## src/rtl/cdu_regs.svh

```systemverilog
// Purpose: Register indices, field positions, reset values for the debug UART status block
// Assumes: Register byte address is four times the index
// Notes:   Definitions only
`ifndef CDU_REGS_SVH
`define CDU_REGS_SVH
`define CDU_IDX_PORT_STATE 12'h780
`define CDU_IDX_CMD_ERR    12'h781
`define CDU_IDX_DBG_CTRL   12'h78E
`define CDU_IDX_ERR_CLEAR  12'h78F
`define CDU_PORT_RST_BASE  6'h33
`define CDU_PORT_RST_STACK 6'h3F
`define CDU_CMD_ERR_RST    6'h00
`define CDU_DBG_CTRL_RST   8'hF4
`define CDU_BIT_SERIAL_DRV 5
`define CDU_BIT_DAISY_DRV  4
`define CDU_ERR_INIT       5
`define CDU_ERR_TXDIS      4
`define CDU_ERR_SOF        3
`define CDU_ERR_BYTE       2
`define CDU_ERR_UNEXP      1
`define CDU_ERR_CRC        0
`define CDU_CTL_DAISY_OVR  0
`define CDU_CTL_SERIAL_OVR 1
`define CDU_CTL_TX_EN      2
`define CDU_CTL_MIRROR     3
`define CDU_INIT_TYPE_BIT  7
`define CDU_INIT_RSVD_MASK 8'h08
`endif

```

## src/rtl/cdu_pkg.sv

```systemverilog
// Purpose: Shared types of the debug UART status block
// Assumes: Constants live in cdu_regs.svh
// Notes:   Types only
package cdu_pkg;
    typedef enum logic [1:0] {
        CDU_WAIT_INIT = 2'b00,
        CDU_IN_FRAME  = 2'b01,
        CDU_DISCARD   = 2'b10
    } cdu_rx_state_t;
endpackage : cdu_pkg

```

## src/rtl/cdu_reg_if.sv

```systemverilog
// Purpose: Register access strobes between bus slave and register file
// Assumes: One clock
// Notes:   Strobes last one cycle
interface cdu_reg_if;
    logic [11:0] idx;
    logic        rdStb;
    logic        wrStb;
    logic [7:0]  wdata;
    logic [7:0]  rdata;
    logic        rdOk;
    logic        wrOk;
    modport bus  (output idx, output rdStb, output wrStb, output wdata,
                  input rdata, input rdOk, input wrOk);
    modport regs (input idx, input rdStb, input wrStb, input wdata,
                  output rdata, output rdOk, output wrOk);
endinterface : cdu_reg_if

```

## src/rtl/cdu_apb_slave.sv

```systemverilog
// Purpose: APB slave, zero wait states
// Assumes: Word aligned registers, index is paddr over four
// Notes:   Read data captured in setup so prdata comes from a flop
module cdu_apb_slave #(
    parameter int AW = 14
) (
    input  wire logic          core_clk,
    input  wire logic          rst,
    input  wire logic          psel,
    input  wire logic          penable,
    input  wire logic          pwrite,
    input  wire logic [AW-1:0] paddr,
    input  wire logic [31:0]   pwdata,
    output logic      [31:0]   prdata,
    output logic               pready,
    output logic               pslverr,
    cdu_reg_if.bus             regs
);
    logic aligned;
    logic access;
    assign aligned     = (paddr[1:0] == 2'h0);
    assign access      = psel && penable;
    assign regs.idx    = 12'(paddr[AW-1:2]);
    assign regs.wdata  = pwdata[7:0];
    assign regs.rdStb  = access && !pwrite && aligned && regs.rdOk;
    assign regs.wrStb  = access && pwrite && aligned && regs.wrOk;
    assign pready      = 1'b1;
    // Unmapped, misaligned or read-only write answers with an error
    assign pslverr     = access && !(aligned && (pwrite ? regs.wrOk : regs.rdOk));

    always_ff @(posedge core_clk) begin
        if (rst) begin
            prdata <= 32'h0;
        end else if (psel && !penable && !pwrite) begin
            prdata <= (aligned && regs.rdOk) ? {24'h0, regs.rdata} : 32'h0;
        end
    end
endmodule : cdu_apb_slave

```

## src/rtl/cdu_sticky_bank.sv

```systemverilog
// Purpose: Sticky flag bank with per-bit clear
// Assumes: Set and clear are one-cycle pulses
// Notes:   Set beats clear so a coincident event survives
module cdu_sticky_bank #(
    parameter int W = 6
) (
    input  wire logic         core_clk,
    input  wire logic         rst,
    input  wire logic [W-1:0] setPulse,
    input  wire logic [W-1:0] clrPulse,
    output logic      [W-1:0] flags
);
    for (genvar i = 0; i < W; i++) begin : g_flag
        always_ff @(posedge core_clk) begin
            if (rst) begin
                flags[i] <= 1'b0;
            end else if (setPulse[i]) begin
                flags[i] <= 1'b1;
            end else if (clrPulse[i]) begin
                flags[i] <= 1'b0;
            end
        end
    end
endmodule : cdu_sticky_bank

```

## src/rtl/cdu_top.sv

```systemverilog
// Purpose: Debug port state and serial command frame error status
// Assumes: Byte and frame events come from the UART receiver on core_clk
// Notes:   Frame counters live outside; this block only pulses them
`include "cdu_regs.svh"
module cdu_top #(
    parameter int AW = 14
) (
    input  wire logic          core_clk,
    input  wire logic          rst,
    input  wire logic          psel,
    input  wire logic          penable,
    input  wire logic          pwrite,
    input  wire logic [AW-1:0] paddr,
    input  wire logic [31:0]   pwdata,
    output logic      [31:0]   prdata,
    output logic               pready,
    output logic               pslverr,
    input  wire logic          isStackDevice,
    input  wire logic          multidropOn,
    input  wire logic          devSerialTxEn,
    input  wire logic [3:0]    devDaisyEn,
    input  wire logic          rxByteValid,
    input  wire logic [7:0]    rxByte,
    input  wire logic          rxStopErr,
    input  wire logic          lineClear,
    input  wire logic          frameDone,
    input  wire logic          crcFail,
    input  wire logic          cmdIsRead,
    input  wire logic          cmdIsStackOrBcast,
    output logic               serialTxEn,
    output logic               serialMirrorEn,
    output logic      [3:0]    daisyEn,
    output logic               validFrameInc,
    output logic               discardFrameInc
);
    cdu_reg_if regBus ();

    cdu_pkg::cdu_rx_state_t state_q;
    cdu_pkg::cdu_rx_state_t state_d;
    logic [7:0] ctrl_q;
    logic [5:0] portState_q;
    logic [5:0] errFlags;
    logic [5:0] errSet;
    logic [5:0] errClr;
    logic       serialTxEn_q;
    logic       serialMirror_q;
    logic       validInc_q;
    logic       discardInc_q;
    logic       daisyOvr;
    logic       serialOvr;
    logic       initBad;
    logic       byteBad;
    logic       sofErr;
    logic       frameEnd;
    logic       crcErr;
    logic       txdisErr;
    logic       unexpErr;
    logic       discardNow;

    cdu_apb_slave #(.AW(AW)) u_apb (
        .core_clk (core_clk),
        .rst      (rst),
        .psel     (psel),
        .penable  (penable),
        .pwrite   (pwrite),
        .paddr    (paddr),
        .pwdata   (pwdata),
        .prdata   (prdata),
        .pready   (pready),
        .pslverr  (pslverr),
        .regs     (regBus.bus)
    );

    // Debug control register
    always_ff @(posedge core_clk) begin
        if (rst) begin
            ctrl_q <= `CDU_DBG_CTRL_RST;
        end else if (regBus.wrStb && regBus.idx == `CDU_IDX_DBG_CTRL) begin
            ctrl_q <= regBus.wdata;
        end
    end

    assign daisyOvr  = ctrl_q[`CDU_CTL_DAISY_OVR];
    assign serialOvr = ctrl_q[`CDU_CTL_SERIAL_OVR];

    // Live port state; reset value depends on base or stack role
    always_ff @(posedge core_clk) begin
        if (rst) begin
            portState_q <= isStackDevice ? `CDU_PORT_RST_STACK : `CDU_PORT_RST_BASE;
        end else begin
            portState_q[3:0] <= daisyOvr ? ctrl_q[7:4] : devDaisyEn;
            portState_q[`CDU_BIT_DAISY_DRV]  <= !daisyOvr;
            portState_q[`CDU_BIT_SERIAL_DRV] <= !serialOvr;
        end
    end

    // Serial transmitter control
    always_ff @(posedge core_clk) begin
        if (rst) begin
            serialTxEn_q   <= 1'b1;
            serialMirror_q <= 1'b0;
        end else begin
            serialTxEn_q   <= serialOvr ? ctrl_q[`CDU_CTL_TX_EN] : devSerialTxEn;
            serialMirror_q <= serialOvr && ctrl_q[`CDU_CTL_MIRROR];
        end
    end

    assign daisyEn        = portState_q[3:0];
    assign serialTxEn     = serialTxEn_q;
    assign serialMirrorEn = serialMirror_q;

    // Error detection; line clear outranks any byte in the same cycle
    assign initBad  = rxByteValid && !lineClear && state_q == cdu_pkg::CDU_WAIT_INIT
                      && (rxStopErr || !rxByte[`CDU_INIT_TYPE_BIT]
                          || |(rxByte & `CDU_INIT_RSVD_MASK));
    assign byteBad  = rxByteValid && rxStopErr && !lineClear
                      && state_q == cdu_pkg::CDU_IN_FRAME;
    assign sofErr   = lineClear && state_q == cdu_pkg::CDU_IN_FRAME;
    assign frameEnd = frameDone && !lineClear && !byteBad
                      && state_q == cdu_pkg::CDU_IN_FRAME;
    assign crcErr   = frameEnd && crcFail;
    // A frame already failing CRC is discarded, so nothing else is reported
    assign txdisErr = frameEnd && !crcFail && cmdIsRead && !serialTxEn_q;
    assign unexpErr = frameEnd && !crcFail && isStackDevice && !multidropOn
                      && cmdIsStackOrBcast;
    assign discardNow = crcErr || txdisErr || unexpErr;

    always_comb begin
        state_d = state_q;
        if (lineClear) begin
            state_d = cdu_pkg::CDU_WAIT_INIT;
        end else begin
            case (state_q)
                cdu_pkg::CDU_WAIT_INIT: begin
                    if (rxByteValid) begin
                        state_d = initBad ? cdu_pkg::CDU_DISCARD : cdu_pkg::CDU_IN_FRAME;
                    end
                end
                cdu_pkg::CDU_IN_FRAME: begin
                    if (byteBad) begin
                        state_d = cdu_pkg::CDU_DISCARD;
                    end else if (frameEnd) begin
                        state_d = cdu_pkg::CDU_WAIT_INIT;
                    end
                end
                cdu_pkg::CDU_DISCARD: begin
                    state_d = cdu_pkg::CDU_DISCARD;
                end
                default: begin
                    state_d = cdu_pkg::CDU_WAIT_INIT;
                end
            endcase
        end
    end

    always_ff @(posedge core_clk) begin
        if (rst) begin
            state_q <= cdu_pkg::CDU_WAIT_INIT;
        end else begin
            state_q <= state_d;
        end
    end

    // Counter pulses; an ignored frame never reaches frameEnd
    always_ff @(posedge core_clk) begin
        if (rst) begin
            validInc_q   <= 1'b0;
            discardInc_q <= 1'b0;
        end else begin
            validInc_q   <= frameEnd && !discardNow;
            discardInc_q <= discardNow;
        end
    end

    assign validFrameInc   = validInc_q;
    assign discardFrameInc = discardInc_q;

    assign errSet = {initBad, txdisErr, sofErr, byteBad, unexpErr, crcErr};
    // Bits written one to the clear register drop, unless set again that cycle
    assign errClr = (regBus.wrStb && regBus.idx == `CDU_IDX_ERR_CLEAR)
                    ? regBus.wdata[5:0] : 6'h00;

    cdu_sticky_bank #(.W(6)) u_flags (
        .core_clk (core_clk),
        .rst      (rst),
        .setPulse (errSet),
        .clrPulse (errClr),
        .flags    (errFlags)
    );

    // Read decode
    always_comb begin
        regBus.rdata = 8'h00;
        regBus.rdOk  = 1'b1;
        regBus.wrOk  = 1'b0;
        case (regBus.idx)
            `CDU_IDX_PORT_STATE: regBus.rdata = {2'h0, portState_q};
            `CDU_IDX_CMD_ERR:    regBus.rdata = {2'h0, errFlags};
            `CDU_IDX_DBG_CTRL: begin
                regBus.rdata = ctrl_q;
                regBus.wrOk  = 1'b1;
            end
            `CDU_IDX_ERR_CLEAR:  regBus.wrOk  = 1'b1;
            default:             regBus.rdOk  = 1'b0;
        endcase
    end
endmodule : cdu_top

```

## config.mk

```make
export PLATFORM = sky130hd
export DESIGN_NAME = cdu_top
export DESIGN_NICKNAME = d
export VERILOG_FILES = /design/src/rtl/cdu_pkg.sv /design/src/rtl/cdu_reg_if.sv /design/src/rtl/cdu_apb_slave.sv /design/src/rtl/cdu_sticky_bank.sv /design/src/rtl/cdu_top.sv
export VERILOG_INCLUDE_DIRS = /design/src /design/src/rtl
export SDC_FILE = /design/constraint.sdc
export NUM_CORES = 1
export LEC_CHECK = 0
export ABC_AREA = 1
export BUFFER_PORTS_ARGS = -buffer_cell sky130_fd_sc_hd__buf_2
export CAP_MARGIN = 5
export CELL_PAD_IN_SITES_DETAIL_PLACEMENT = 1
export CELL_PAD_IN_SITES_GLOBAL_PLACEMENT = 2
export CORE_ASPECT_RATIO = 1.2
export CORE_UTILIZATION = 21
export CTS_CLUSTER_DIAMETER = 150
export DETAILED_ROUTE_END_ITERATION = 8
export PLACE_DENSITY_LB_ADDON = 0.15
export SLEW_MARGIN = 10
export SYNTH_ARGS = -nofsm -noshare
export SYNTH_HDL_FRONTEND = slang
export SYNTH_SLANG_ARGS = --single-unit
export TNS_END_PERCENT = 5
```

## constraint.sdc

```tcl
create_clock -name core_clk -period 1.5 [get_ports core_clk]
set_input_delay 0.075 -clock core_clk [delete_from_list [all_inputs] [get_ports core_clk]]
set_output_delay 0.075 -clock core_clk [all_outputs]
set_load 0.01 [all_outputs]
```

==> reports/results.txt <==
wire per inst: 11.5 um
status: finished, final reports clean
antenna fix cells: 0
Tmin final: 1.32 ns
Warnings, synthesis: 0
sw power: 504 uW
Die Ht: 106 um
RSZ-0062 raised after global routing: no
Comb power frac: 12.3%
final hold vios: 0
# Max-Cap Violations: 0
Clock Path Buffers: 2
final clock skew: 0.00395 ns
asr flop ratio synth: 0%
Min-Delay Path Class: in -> reg
hold slack: 0.00133 ns
Worst R2R Setup Slack: 0.18 ns
commonest cells in the netlist: nand2_1, dfxtp_1, buf_4
CTS tree: done
vias in the first global route: 1742
Port Buffers: 59
detailed-route DRC error count: 0
Tot GR Track Use: 11.4%
Critical Path RT: 1.69 ns
IO Count: 115
setup-violating endpoint count in the final report: 0
number of antenna violations at the first check in global routing: 0
TritonCTS Buffers: 5
CTS root buf: clkbuf_8
Pwr Density: 798 nW/um2
Synth area leaders: dfxtp_1, buf_4, nand2_1, nand3_1, inv_1
register bit total from synthesis: 34
Net Sw Frac: 26.8%
nets@finish: 399
std cell rows: 37
setup ws final: 0.184 ns
Inst Count DP: 435
largest net degree at the start of global routing: 19
setup_tns: 0 ns
Critical R2R Launch: state_q[0]
total congestion overflow: 0
Core ar.: 8700 um2
H-tree depth: 2
crit end category: register
number of vias per cell: 4.08
HPWL after DPL: 4250 um
ratio of cells with drive above 1 in the final layout: 29.7%
TritonCTS Sinks: 34
library cells used by synthesis: 32
max-slew violation count: 0
die width: 89.0 um
leak pwr: 0.00116 uW
Avg Synthesized Cell Area: 7.22 um2
Post-Place Setup Slack: 0.113 ns
Hold Path Stages: 3
CP Data Arrival Time: 1.51 ns
Register-to-Register Path Depth: 6
Yosys top cell area share: 35.7%
Peak supply drop: 245 uV
largest area contributor in the netlist: dfxtp_1
Post-CTS Setup Bufs: 0
Reg power frac: 49.4%
prevailing post-synth register cell: dfxtp_1
CP max FO: 4
crit start category: register
fmax: 760 MHz
Hold Crit Start: devSerialTxEn
first-pass GRT wire length: 8260 um
internal power: 1380 uW
antenna-violating nets left: 0
fill count: 1134
count leader, synth: nand2_1
fin cells: 444
Syn Inst Count: 264
Post-Route WL: 5110 um
Hold Path Sink: serialTxEn
clock share of power: 38.3%
gp weighted congestion: 0.678
clock slew at reported path FFs: 0.07 ns
Util after Layout: 27.1%
Area growth syn-to-layout: 23.6%
Initial Utilization: 21.9%
mapped cell area: 1910 um2
first-pass iteration count of the detailed router: 4
type of the worst setup path: reg -> reg
die area: 9460 um2
number of synthesized flops with an enable pin: 0
drt initial violations: 65
worst skew pair latency: 0.29 ns
Final Cycle Share: 87.7%
Seq/Total Area, Yosys: 35.7%
Worst R2R End: state_q[0]
Vias: 1812
-- through the flow --
| step | power (uW) | area, um2 |
|---|---|---|
| floorplan | 1130 | 1990 |
| global placement | 1180 | 2240 |
| detailed placement | 1180 | 2240 |
| CTS | 1920 | 2350 |
| global route | 1990 | 2350 |
| finish | 1880 | 2350 |
-- state kept, by name, indices dropped and copies added (netlist names) --
name / flops
ctrl_q: 8
u_apb.prdata: 8
portState_q: 6
u_flags.flags: 6
state_q: 2
discardFrameInc: 1
serialMirrorEn: 1
serialTxEn: 1
validFrameInc: 1
-- worst max-delay path by stage --
stage / slack, ns / end / cells after the start / start
after floorplan: 0.40 / state_q[0] / 6 / state_q[0]
after global placement: 0.15 / u_flags.flags[4] / 7 / paddr[1]
after detailed placement: 0.11 / u_flags.flags[4] / 7 / paddr[1]
after CTS: 0.12 / state_q[0] / 6 / state_q[0]
after global routing: 0.007 / state_q[0] / 6 / state_q[0]
final: 0.18 / state_q[0] / 6 / state_q[0]
-- metal layers --
layer | GRT usage [%] | up-vias | part of all wire, %
met5 | 0 | - | 0
met4 | 3.40 | 0 | 1.1
met3 | 2.10 | 5 | 4.2
met2 | 19.8 | 52 | 50
met1 | 14.1 | 818 | 45
li1 | - | 937 | -
-- worst max-delay path: stages (launching register included) --
cell	delay, ns
dfxtp_1	0.33
inv_1	0.06
nor2_2	0.19
nand4_1	0.16
nand3_2	0.12
nand3_1	0.08
a211oi_1	0.28
-- area by class of cell --
| class | count | area (um2) | area share, % |
|---|---|---|---|
| Sequential cell | 34 | 681 | 28.9 |
| Tap cell | 117 | 146 | 6.22 |
| Multi-Input combinational cell | 183 | 936 | 39.7 |
| Timing Repair Buffer | 69 | 373 | 15.8 |
| Clock buffer | 6 | 82.6 | 3.51 |
| Inverter | 33 | 124 | 5.26 |
| Clock inverter | 2 | 12.5 | 0.531 |
-- cells in the final DEF, fill, tap and decap left out --
cell type,count
clkbuf_8,6
nor3b_1,1
conb_1,25
o21ai_1,3
dfxtp_1,34
clkinvlp_4,1
o21ai_0,8
and2_1,1
nand2_1,39
o22ai_1,2
or2_2,1
nand3_2,2
nand4_1,15
dlygate4sd3_1,1
nor2_8,2
nor2_1,17
a211oi_1,1
inv_2,5
nor2_2,2
a31oi_1,1
nand2_2,5
o31ai_1,1
nor3_2,1
a21oi_1,18
nand3b_1,1
nand3_1,27
buf_4,9
or2_1,1
clkinv_2,1
buf_2,59
inv_1,28
o211ai_1,5
nor3_1,1
nor2_4,3
-- kinds of logic (layout without fill, tap and decap cells) --
kind of cell           Yosys count  in the layout  synth area share [%]
and+or+nand+nor                119            119                  32.6
buffers and inverters           70            110                  20.0
AOI/OAI and AO/OA               39             39                  11.4
DFF                             34             34                  35.7
other                            2             25                 0.394
-- power groups by stage --
stage	clock network (uW)	logic, uW	registers (uW)
global route	797	263	930
global placement	0	233	949
CTS	755	236	929
detailed placement	0	233	950
finish	720	232	928
floorplan	0	189	946
-- repair_timing --
item,in CTS,in global routing
gates resized for setup,0,1
setup endpoints to repair,0,2
hold endpoints to repair,1,0
hold buffers,1,0
No activity file was read; power rests on OpenSTA's default activity.
